==> src/pmpl_pkg.sv <==
package pmpl_pkg;

  localparam int unsigned CLK_HZ       = 25_000_000;
  localparam int unsigned BLINK_MS     = 80;
  localparam int unsigned BLINK_CYC    = CLK_HZ / 1000 * BLINK_MS;
  localparam logic [2:0]  STRAP_SETTLE = 3'h4;

  localparam int unsigned AW        = 12;
  localparam logic [11:0] ADDR_CTRL = 12'h000;
  localparam logic [11:0] ADDR_STAT = 12'h004;

  // Synchronised pin vector positions
  localparam int unsigned PIN_TRST  = 0;
  localparam int unsigned PIN_TCK   = 1;
  localparam int unsigned PIN_TMS   = 2;
  localparam int unsigned PIN_TDI   = 3;
  localparam int unsigned PIN_GP8   = 4;
  localparam int unsigned PIN_GP9   = 5;
  localparam int unsigned PIN_SYS   = 6;
  localparam int unsigned PIN_STRAP = 7;
  localparam int unsigned NPIN      = 8;

  // Control register layout, lsb last; reset value is all zero
  localparam int unsigned CTRL_W   = 11;
  typedef struct packed {
    logic       phy_rst;
    logic       wake_pin_en;
    logic       wake_mode_en;
    logic [1:0] gpio_out;
    logic [1:0] gpio_od;
    logic [1:0] gpio_dir;
    logic [1:0] led_en;
  } pmpl_ctrl_s;
  localparam pmpl_ctrl_s CTRL_RST = 11'h000;

  typedef enum logic [1:0] {
    BL_IDLE,
    BL_DARK,
    BL_HOLD
  } pmpl_blink_e;

endpackage : pmpl_pkg

==> src/pmpl_top.sv <==
`timescale 1ns/1ps
module pmpl_top
  import pmpl_pkg::*;
#(
  parameter int unsigned BLINK_CYCLES = BLINK_CYC
) (
  input  wire logic            ref_clk_i,
  input  wire logic            rst_b_i,
  input  wire logic            psel_i,
  input  wire logic            penable_i,
  input  wire logic            pwrite_i,
  input  wire logic [AW-1:0]   paddr_i,
  input  wire logic [31:0]     pwdata_i,
  output logic      [31:0]     prdata_o,
  output logic                 pready_o,
  output logic                 pslverr_o,
  input  wire logic [3:0]      shared_pin_i,
  output logic                 tdo_pin_o,
  output logic                 tdo_pin_oe_o,
  input  wire logic [1:0]      gp_pin_i,
  output logic      [1:0]      gp_pin_o,
  output logic      [1:0]      gp_pin_oe_o,
  input  wire logic            system_reset_n_i,
  input  wire logic            phy_source_strap_i,
  input  wire logic            jtag_tdo_i,
  output logic      [3:0]      jtag_o,
  output logic      [3:0]      mii_rxd_o,
  input  wire logic            link_up_i,
  input  wire logic            full_duplex_i,
  input  wire logic            activity_i,
  input  wire logic            wake_event_i,
  output logic                 ext_phy_mode_o,
  output logic                 int_phy_pd_o,
  output logic                 sys_reset_o,
  output logic                 wake_event_clear_o,
  output logic                 wake_mode_select_o
);

  typedef struct packed {
    logic [NPIN-1:0] s1;
    logic [NPIN-1:0] s2;
    logic [NPIN-1:0] s3;
    logic [NPIN-1:0] f;
    pmpl_ctrl_s      ctrl;
    logic            pending;
    logic            por;
    logic [2:0]      settle;
    logic            ext;
    logic            pd;
    pmpl_blink_e     st;
    logic [31:0]     cnt;
    logic [3:0]      jtag;
    logic [3:0]      rxd;
    logic            tdo_pin;
    logic            tdo_oe;
    logic            sys_rst;
    logic            wake_clr;
    logic            wake_sel;
    logic [1:0]      gp_o;
    logic [1:0]      gp_oe;
    logic            pready;
    logic            pslverr;
    logic [31:0]     prdata;
  } pmpl_state_s;

  pmpl_state_s q_r;
  pmpl_state_s q_nxt;

  // Returns {oe, out} for one shared I/O pin
  function automatic logic [1:0] pin_drive(
    input logic led_en,
    input logic led_n,
    input logic dir,
    input logic od,
    input logic out
  );
    logic [1:0] r;
    r = 2'h0;
    if (led_en) begin
      r = {!led_n, 1'b0};
    end else if (!dir) begin
      r = 2'h0;
    end else if (od) begin
      r = {!out, 1'b0};
    end else begin
      r = {1'b1, out};
    end
    return r;
  endfunction : pin_drive

  logic            acc;
  logic            sys_lo;
  logic            in_rst;
  logic            wake_on;
  logic [1:0]      led_n;
  logic [1:0]      drv;
  logic [31:0]     cyc_m1;

  // --------------------------------------------------------------------
  // Next state
  // --------------------------------------------------------------------
  always_comb begin
    q_nxt   = q_r;
    cyc_m1  = BLINK_CYCLES - 32'h1;
    drv     = 2'h0;
    q_nxt.s1 = {phy_source_strap_i, system_reset_n_i, gp_pin_i, shared_pin_i};
    q_nxt.s2 = q_r.s1;
    q_nxt.s3 = q_r.s2;
    q_nxt.f  = (q_r.s2 & q_r.s3) | (q_r.f & (q_r.s2 | q_r.s3));

    sys_lo  = !q_r.f[PIN_SYS];
    in_rst  = sys_lo && !q_r.ctrl.wake_mode_en;
    wake_on = q_r.ext && q_r.ctrl.wake_mode_en;

    // APB slave, one wait state
    acc            = psel_i && penable_i;
    q_nxt.pready   = acc && !q_r.pready;
    q_nxt.pslverr  = 1'b0;
    q_nxt.prdata   = 32'h0;
    if (acc && !q_r.pready && !pwrite_i) begin
      unique case (paddr_i)
        ADDR_CTRL: q_nxt.prdata = {21'h0, q_r.ctrl};
        ADDR_STAT: q_nxt.prdata = {25'h0, sys_lo, q_r.st == BL_DARK,
                                   q_r.f[PIN_GP9:PIN_GP8], q_r.pending,
                                   q_r.pd, q_r.ext};
        default:   q_nxt.pslverr = 1'b1;
      endcase
    end else if (acc && !q_r.pready) begin
      q_nxt.pslverr = (paddr_i != ADDR_CTRL) && (paddr_i != ADDR_STAT);
    end
    if (acc && q_r.pready && pwrite_i && paddr_i == ADDR_CTRL) begin
      q_nxt.ctrl = pmpl_ctrl_s'(pwdata_i[CTRL_W-1:0]);
    end

    // System reset pin or wake-event clear
    q_nxt.sys_rst  = in_rst;
    q_nxt.wake_clr = q_r.ctrl.wake_mode_en && q_r.f[PIN_SYS]
                     && !q_nxt.f[PIN_SYS];

    // Strap capture after power-on and at each reset assertion
    if (in_rst && !q_r.sys_rst) begin
      q_nxt.pending = 1'b1;
      q_nxt.settle  = 3'h0;
      q_nxt.por     = 1'b0;
    end else if (q_r.pending) begin
      if (q_r.settle == STRAP_SETTLE) begin
        q_nxt.pending = 1'b0;
        q_nxt.ext     = q_r.f[PIN_STRAP];
        if (q_r.por) begin
          q_nxt.pd = q_r.f[PIN_STRAP];
        end
      end else begin
        q_nxt.settle = q_r.settle + 3'h1;
      end
    end

    // Shared scan pins
    if (q_r.ext) begin
      q_nxt.rxd     = q_r.f[PIN_TDI:PIN_TRST];
      q_nxt.jtag    = 4'h0;
      q_nxt.tdo_pin = !(q_r.ctrl.phy_rst || in_rst
                        || q_r.pending);
    end else begin
      q_nxt.rxd     = 4'h0;
      q_nxt.jtag    = q_r.f[PIN_TDI:PIN_TRST];
      q_nxt.tdo_pin = q_r.pending ? 1'b0 : jtag_tdo_i;
    end
    q_nxt.tdo_oe = 1'b1;

    // Activity blink timing
    unique case (q_r.st)
      BL_IDLE: begin
        if (link_up_i && activity_i) begin
          q_nxt.st  = BL_DARK;
          q_nxt.cnt = cyc_m1;
        end
      end
      BL_DARK: begin
        if (q_r.cnt == 32'h0) begin
          q_nxt.st  = BL_HOLD;
          q_nxt.cnt = cyc_m1;
        end else begin
          q_nxt.cnt = q_r.cnt - 32'h1;
        end
      end
      BL_HOLD: begin
        if (q_r.cnt == 32'h0) begin
          q_nxt.st = BL_IDLE;
        end else begin
          q_nxt.cnt = q_r.cnt - 32'h1;
        end
      end
    endcase
    if (!link_up_i || in_rst) begin
      q_nxt.st  = BL_IDLE;
      q_nxt.cnt = 32'h0;
    end

    led_n[0] = !(link_up_i && full_duplex_i);
    led_n[1] = !link_up_i || (q_nxt.st == BL_DARK);

    // Shared indicator / I/O pins
    for (int i = 0; i < 2; i++) begin
      drv = pin_drive(q_r.ctrl.led_en[i], led_n[i], q_r.ctrl.gpio_dir[i],
                      q_r.ctrl.gpio_od[i], q_r.ctrl.gpio_out[i]);
      q_nxt.gp_oe[i] = drv[1];
      q_nxt.gp_o[i]  = drv[0];
    end
    if (wake_on && q_r.ctrl.wake_pin_en) begin
      q_nxt.gp_oe = 2'b01;
      q_nxt.gp_o  = {1'b0, wake_event_i};
    end
    q_nxt.wake_sel = wake_on && q_r.ctrl.wake_pin_en
                     && q_r.f[PIN_GP9];

    if (in_rst) begin
      q_nxt.ctrl = CTRL_RST;
    end
  end

  // --------------------------------------------------------------------
  // State register
  // --------------------------------------------------------------------
  always_ff @(posedge ref_clk_i or negedge rst_b_i) begin
    if (!rst_b_i) begin
      q_r         <= '0;
      q_r.pending <= 1'b1;
      q_r.por     <= 1'b1;
      q_r.tdo_oe  <= 1'b1;
      q_r.s1[PIN_SYS] <= 1'b1;
      q_r.s2[PIN_SYS] <= 1'b1;
      q_r.s3[PIN_SYS] <= 1'b1;
      q_r.f[PIN_SYS]  <= 1'b1;
    end else begin
      q_r <= q_nxt;
    end
  end

  assign prdata_o           = q_r.prdata;
  assign pready_o           = q_r.pready;
  assign pslverr_o          = q_r.pslverr;
  assign tdo_pin_o          = q_r.tdo_pin;
  assign tdo_pin_oe_o       = q_r.tdo_oe;
  assign gp_pin_o           = q_r.gp_o;
  assign gp_pin_oe_o        = q_r.gp_oe;
  assign jtag_o             = q_r.jtag;
  assign mii_rxd_o          = q_r.rxd;
  assign ext_phy_mode_o     = q_r.ext;
  assign int_phy_pd_o       = q_r.pd;
  assign sys_reset_o        = q_r.sys_rst;
  assign wake_event_clear_o = q_r.wake_clr;
  assign wake_mode_select_o = q_r.wake_sel;
endmodule : pmpl_top
==> config.mk <==
export PLATFORM = sky130hd
export DESIGN_NAME = pmpl_top
export DESIGN_NICKNAME = d
export VERILOG_FILES = /design/src/pmpl_pkg.sv /design/src/pmpl_top.sv
export SDC_FILE = /design/constraint.sdc
export NUM_CORES = 1
export LEC_CHECK = 0
export ABC_AREA = 1
export CELL_PAD_IN_SITES_DETAIL_PLACEMENT = 0
export CELL_PAD_IN_SITES_GLOBAL_PLACEMENT = 2
export CORE_UTILIZATION = 30
export CTS_CLUSTER_SIZE = 14
export DETAILED_ROUTE_END_ITERATION = 10
export DONT_BUFFER_PORTS = 1
export PLACE_DENSITY = 0.62
export REMOVE_ABC_BUFFERS = 1
export SYNTH_ARGS = -nofsm -noshare
export SYNTH_HDL_FRONTEND = slang
export SYNTH_SLANG_ARGS = --single-unit
==> constraint.sdc <==
create_clock -name ref_clk_i -period 2.75 [get_ports ref_clk_i]
set_input_delay 0.1375 -clock ref_clk_i [delete_from_list [all_inputs] [get_ports ref_clk_i]]
set_output_delay 0.1375 -clock ref_clk_i [all_outputs]
set_load 0.005 [all_outputs]
Word level (Yosys, flattened, before mapping). Cells that the tools add are included. W data, S select, Z words.

Reductions and logical operators: 42. Mux-type cells: 31. Eq/ne operators: 9. Add/sub/neg operators: 2. Bitwise gates (word level): 5.

Operator list (number): $pmux W34 S3 (1); $mux W32 (3); $mux W34 (2); $logic_not A32 Y1 (1); $sub A32 B1 Y32 const B (1); $mux W11 (2); $pmux W11 S2 (1); $mux W2 (9); $and A8 B8 Y8 (2); $logic_and A1 B1 Y1 (16); $or A8 B8 Y8 (2); $eq A12 B3 Y1 const B (1); $logic_not A12 Y1 (1); $ne A12 B3 Y1 const B (1); $reduce_bool A12 Y1 (1); $logic_not A1 Y1 (11); $mux W9 (1); $mux W1 (8); $mux W3 (2); $ne A3 B3 Y1 const B (2); $mux W5 (1); $eq A2 B1 Y1 const B (2); $logic_or A1 B1 Y1 (4); $mux W4 (1); 11 further kinds (13).

Output and inout port bits: 53. Register bits: 134. Input port bits: 62.

Longest topological paths before layout.
Depth in word-level cells: 9. Depth in mapped cells: 14. Gate-level depth less buffers: 14.

Least setup slack after synthesis. OpenSTA, ideal clock, no wires.

Path type: reg-to-reg. Start: register q_r[51] in the netlist's numbering. End: register q_r[58] in the netlist's numbering. Stages on the path, launching flop included: 14. Data arrival time: 1.606 ns. Data required time: 2.630 ns. Library setup time: 0.120 ns. Period minus slack after synthesis: 1.726 ns. Path buffers: 1. Slack: 1.024 ns. Path through: dfrtp_1 > inv_1 > ha_1 > nand2_1 > nor2_1 > nand2_1 > nor2_2 > nand3_2 > nand2_2 > nand2_4 > buf_6 > nand2_1 > xor2_1 > nor2_1.

Cells in the longest elaborated chain, start to end: 4.

Ends and longest elaborated chain: from (decl) (RTL line pmpl_top.sv:66) `pmpl_state_s q_r;`; from (signal assigned) (RTL line pmpl_top.sv:235) `q_r <= q_nxt;`; $sub A32 B1 Y32 or $logic_not A32 Y1 (tied branches); $mux W32, on equally long branches (RTL line pmpl_top.sv:187, pmpl_top.sv:179); $pmux W34 S3 (RTL line pmpl_top.sv:171) `unique case (q_r.st)`; $mux W34 (RTL line pmpl_top.sv:194) `if (!link_up_i || in_rst) begin`.

Parallel ways exist; a longest one is shown, timed or not. The select of a mux whose other input is x is not followed. A chain may end at the register's enable or synchronous reset.

Worst setup path in the final report.
Start: register q_r[51] in the netlist's numbering. End: register q_r[74] in the netlist's numbering.

Same word-level chain as after synthesis.

==> qor.tcl <==
set qor(buffer_ports.inserted) 0
set qor(criticalPathCategory) {reg2reg}
set qor(failed_checks) {design-rule violations}
set qor(gpl.final_weighted_congestion) 0.750
set qor(avgSynthCellArea_sq_um) 8.57
set qor(dr.max_layer_used) {met4}
set qor(outcome) {complete, but fails checks}
set qor(critical_path.cell_chain) {inv_1, ha_1, nand2_1, nor2_1, nand2_1, nor2_2, nand3_2, nand2_2, nand2_4, nand2_2, inv_2, a21oi_1}
set qor(synth_enable_flop_cells) 0
set qor(cts_tree) {done}
set qor(hold_path.class) {in2reg}
set qor(synthesis.area_sq_um) 5490
set qor(dominantRegCellSynth) {dfrtp_1}
set qor(clock_root_buffer) {clkbuf_16}
set qor(synth_cells) 641
set qor(detailedRoute.firstPassIterationCount) 7
set qor(worst_pin_slew_ps) 646
set qor(globalRoute.totalOverflow) 0
set qor(finalCritPeriodShare_pct) 81.3
set qor(detailroute.via_count) 4004
set qor(first_global_vias) 4242
set qor(layout-area-overhead-vs-synth_pct) 17.7
set qor(grt_antenna_before_repair) 0
set qor(die_area_sq_um) 18800
set qor(ys_seq_area_share_pct) 51.6
set qor(drt-initial-drc-count) 200
set qor(maximum_number_of_pins_on_one_net_before_global_route_repair) 114
set qor(worst_ep_required_time_ps) 3080
set qor(vias_per_cell) 4.43
set qor(h_tree_level_count) 4
set qor(post_route_cells_drive_above_1_share_pct) 12.0
set qor(yosysWarningCount) 0
set qor(clkTransAtPathRegs_ps) 60
set qor(stdcell_count) 903
set qor(antenna_cells) 0
set qor(track_usage_pct) 15.5
set qor(final.min_clock_period_ps) 2230
set qor(num_rows) 49
set qor(netlist-cell-type-count) 36
set qor(fin_nets) 730
set qor(length_of_routed_met2_wiring_microns) 6450
set qor(setup.worst_path.end_class) {flip-flop}
set qor(critical_path_arrival_ps) 2570
set qor(max_stage_delay_ps) 360
set qor(route.met3.wl_microns) 615
set qor(numCtsBuffers) 17
set qor(starting_density_of_the_core_pct) 30.6
set qor(async_reset_ff_share_pct) 100
set qor(cts_repair_resize_count) 0
set qor(cellLeakagePower_nw) 3.25
set qor(detail_route.wirelength.met1_microns) 6060
set qor(post-dp-hpwl_microns) 9280
set qor(cts_max_path_buffers) 2
set qor(final.setup_skew_ps) 8.78
set qor(grt_pass1_wl_microns) 22000
set qor(drt.antenna.violating_nets) 0
set qor(clkSinkCount) 113
set qor(slew-limit-headroom_pct) 56.9
set qor(synth-seq-cells) 113
set qor(post_cts_setup_buffers) 0
set qor(drv.max_cap_violation_count) 0
set qor(detail_route.wirelength_microns) 13200
set qor(cp.buffers_inverters) 2
set qor(hold_violations) 0
set qor(boundaryPins) 115
set qor(placed_cells_incl_taps) 840
set qor(die-height_microns) 137
set qor(clk_lat_worst_skew_ps) 410
set qor(layout.core_utilization_pct) 36.0
set qor(power_per_cell_area_nw_per_um2) 812
set qor(worst_path_max_delay_cell) {dfrtp_1}
set qor(setup-violations-final) 0
set qor(max_freq_mhz) 448
set qor(total_negative_setup_slack_ps) 0
set qor(grt_setup_unrepaired) {false}
set qor(critical_path_peak_fanout) 32
set qor(overall_die_width_microns) 137
set qor(drc) 2
set qor(wl_per_cell_microns) 14.6
set qor(core_area_sq_um) 18000
set qor(final_max_slew_viol_count) 0
set qor(worst_ir_drop_vdd_mv) 0.611
set qor(critical_path.top_delay_family) {simple AND/OR/NAND/NOR gates}
set qor(critical_path.startpoint_type) {flip-flop}
-- Yosys cell counts (all sizes together), types with 2 or more instances --
cell type    n  area (sq um)
a21oi       27           135
a22o         4          35.0
buf         51           383
clkbuf       3          11.3
conb         2          7.51
dfrtp      107          2680
dfstp        6           158
ha           7          87.6
inv         79           297
maj3         8          80.1
nand2      142           558
nand3       30           155
nand4        8          50.1
nor2        93           382
nor3        16          90.1
nor4         4          25.0
o21ai       22           110
o21bai       2          15.0
o22ai        9          56.3
xor2        14           123
-- what timing repair did --
item	CTS	global route
hold buffers	31	0
setup endpoints to repair	0	0
hold endpoints to repair	138	0
-- registers in the layout, summed over array words and instances (netlist names), 2 cells and up --
signal,cells
gp_pin_o,2
mii_rxd_o,4
q_r,66
q_nxt,16
jtag_o,4
prdata_o,11
gp_pin_oe_o,2
-- through the flow --
stage	power, mW	setup WS [ps]	hold WS, ps	cell area [sq um]
after floorplan	2.53	1020	-158	5170
after global placement	2.77	526	-154	5490
after global routing	5.54	259	22.3	6460
after CTS	5.33	491	1.74	6460
after detailed placement	2.78	508	-153	5490
final	5.25	516	19.7	6460
-- path summary, 6_finish.rpt --
kind                       depth (start not counted)  slack [ps]                    end                 start
min in group asynchronous                          2         260    q_r[60]$_DFFE_PN0P_               rst_b_i
setup / recovery                                  12         520    q_r[74]$_DFFE_PN0P_   q_r[51]$_DFFE_PN0P_
hold / removal                                     3          20  prdata_o[7]$_DFF_PN0_            paddr_i[2]
max in group asynchronous                          2        1930    q_r[67]$_DFFE_PN0P_               rst_b_i
hold reg to reg                                    0         350   q_nxt[112]$_DFF_PN0_  q_nxt[120]$_DFF_PN0_
setup reg to reg                                  12         520    q_r[74]$_DFFE_PN0P_   q_r[51]$_DFFE_PN0P_
-- placed cells by master (no fill, tap or decap), types with 2 or more instances in the layout --
master / n
dlygate4sd3_1: 30
clkinv_4: 3
inv_6: 4
a22o_1: 4
maj3_1: 8
o21ai_1: 2
buf_4: 4
clkbuf_16: 17
nand4_1: 8
inv_2: 13
xor2_1: 14
nor2_1: 80
conb_1: 22
nand2_2: 7
nand3_1: 29
dfstp_2: 6
o21bai_1: 2
dfrtp_1: 107
nor4_1: 4
inv_8: 3
nand2_1: 134
inv_1: 66
ha_1: 7
nor3_1: 14
nor3_2: 2
bufinv_16: 4
a21oi_1: 27
o21ai_0: 20
o22ai_1: 9
nor2_2: 13
-- cell type report --
type                            count  area (sq um)
Fill cell                        1885         11500
Sequential cell                   113          2840
Tap cell                          229           287
Multi-Input combinational cell    415          2040
Timing Repair Buffer               35           358
Inverter                           79           297
Clock inverter                     15           223
Clock buffer                       17           425
-- power by group --
group          switching [mW]  internal, mW  total [mW]
Sequential             0.0961          1.80        1.89
Clock                   0.890          1.55        2.44
Combinational           0.602         0.312       0.913
-- logic make-up (layout without fill, tap and decap cells) --
group | count (synthesis) | count (layout) | synth area share, %
compound gates | 66 | 66 | 6.68
xor+xnor | 15 | 15 | 2.39
fa+ha+maj | 15 | 15 | 3.05
buf+inv | 133 | 146 | 12.6
flops | 113 | 113 | 51.6
mux | 1 | 1 | 0.205
other cells | 2 | 22 | 0.137
simple gates | 296 | 296 | 23.3
-- worst register-to-register path, stage by stage (launching register included) --
cell and delay, ps:
dfrtp_1 360, inv_1 130, ha_1 230, nand2_1 70, nor2_1 90, nand2_1 70, nor2_2 170, nand3_2 110
nand2_2 100, nand2_4 230, nand2_2 310, inv_2 160, a21oi_1 140
-- metal layers --
| metal | up-vias | GRT usage, % |
|---|---|---|
| met5 | - | 0 |
| met4 | 0 | 4.40 |
| met3 | 9 | 4.45 |
| met2 | 85 | 25.7 |
| met1 | 1905 | 19.7 |
| li1 | 2005 | - |
(Power assumes the default switching activity.)
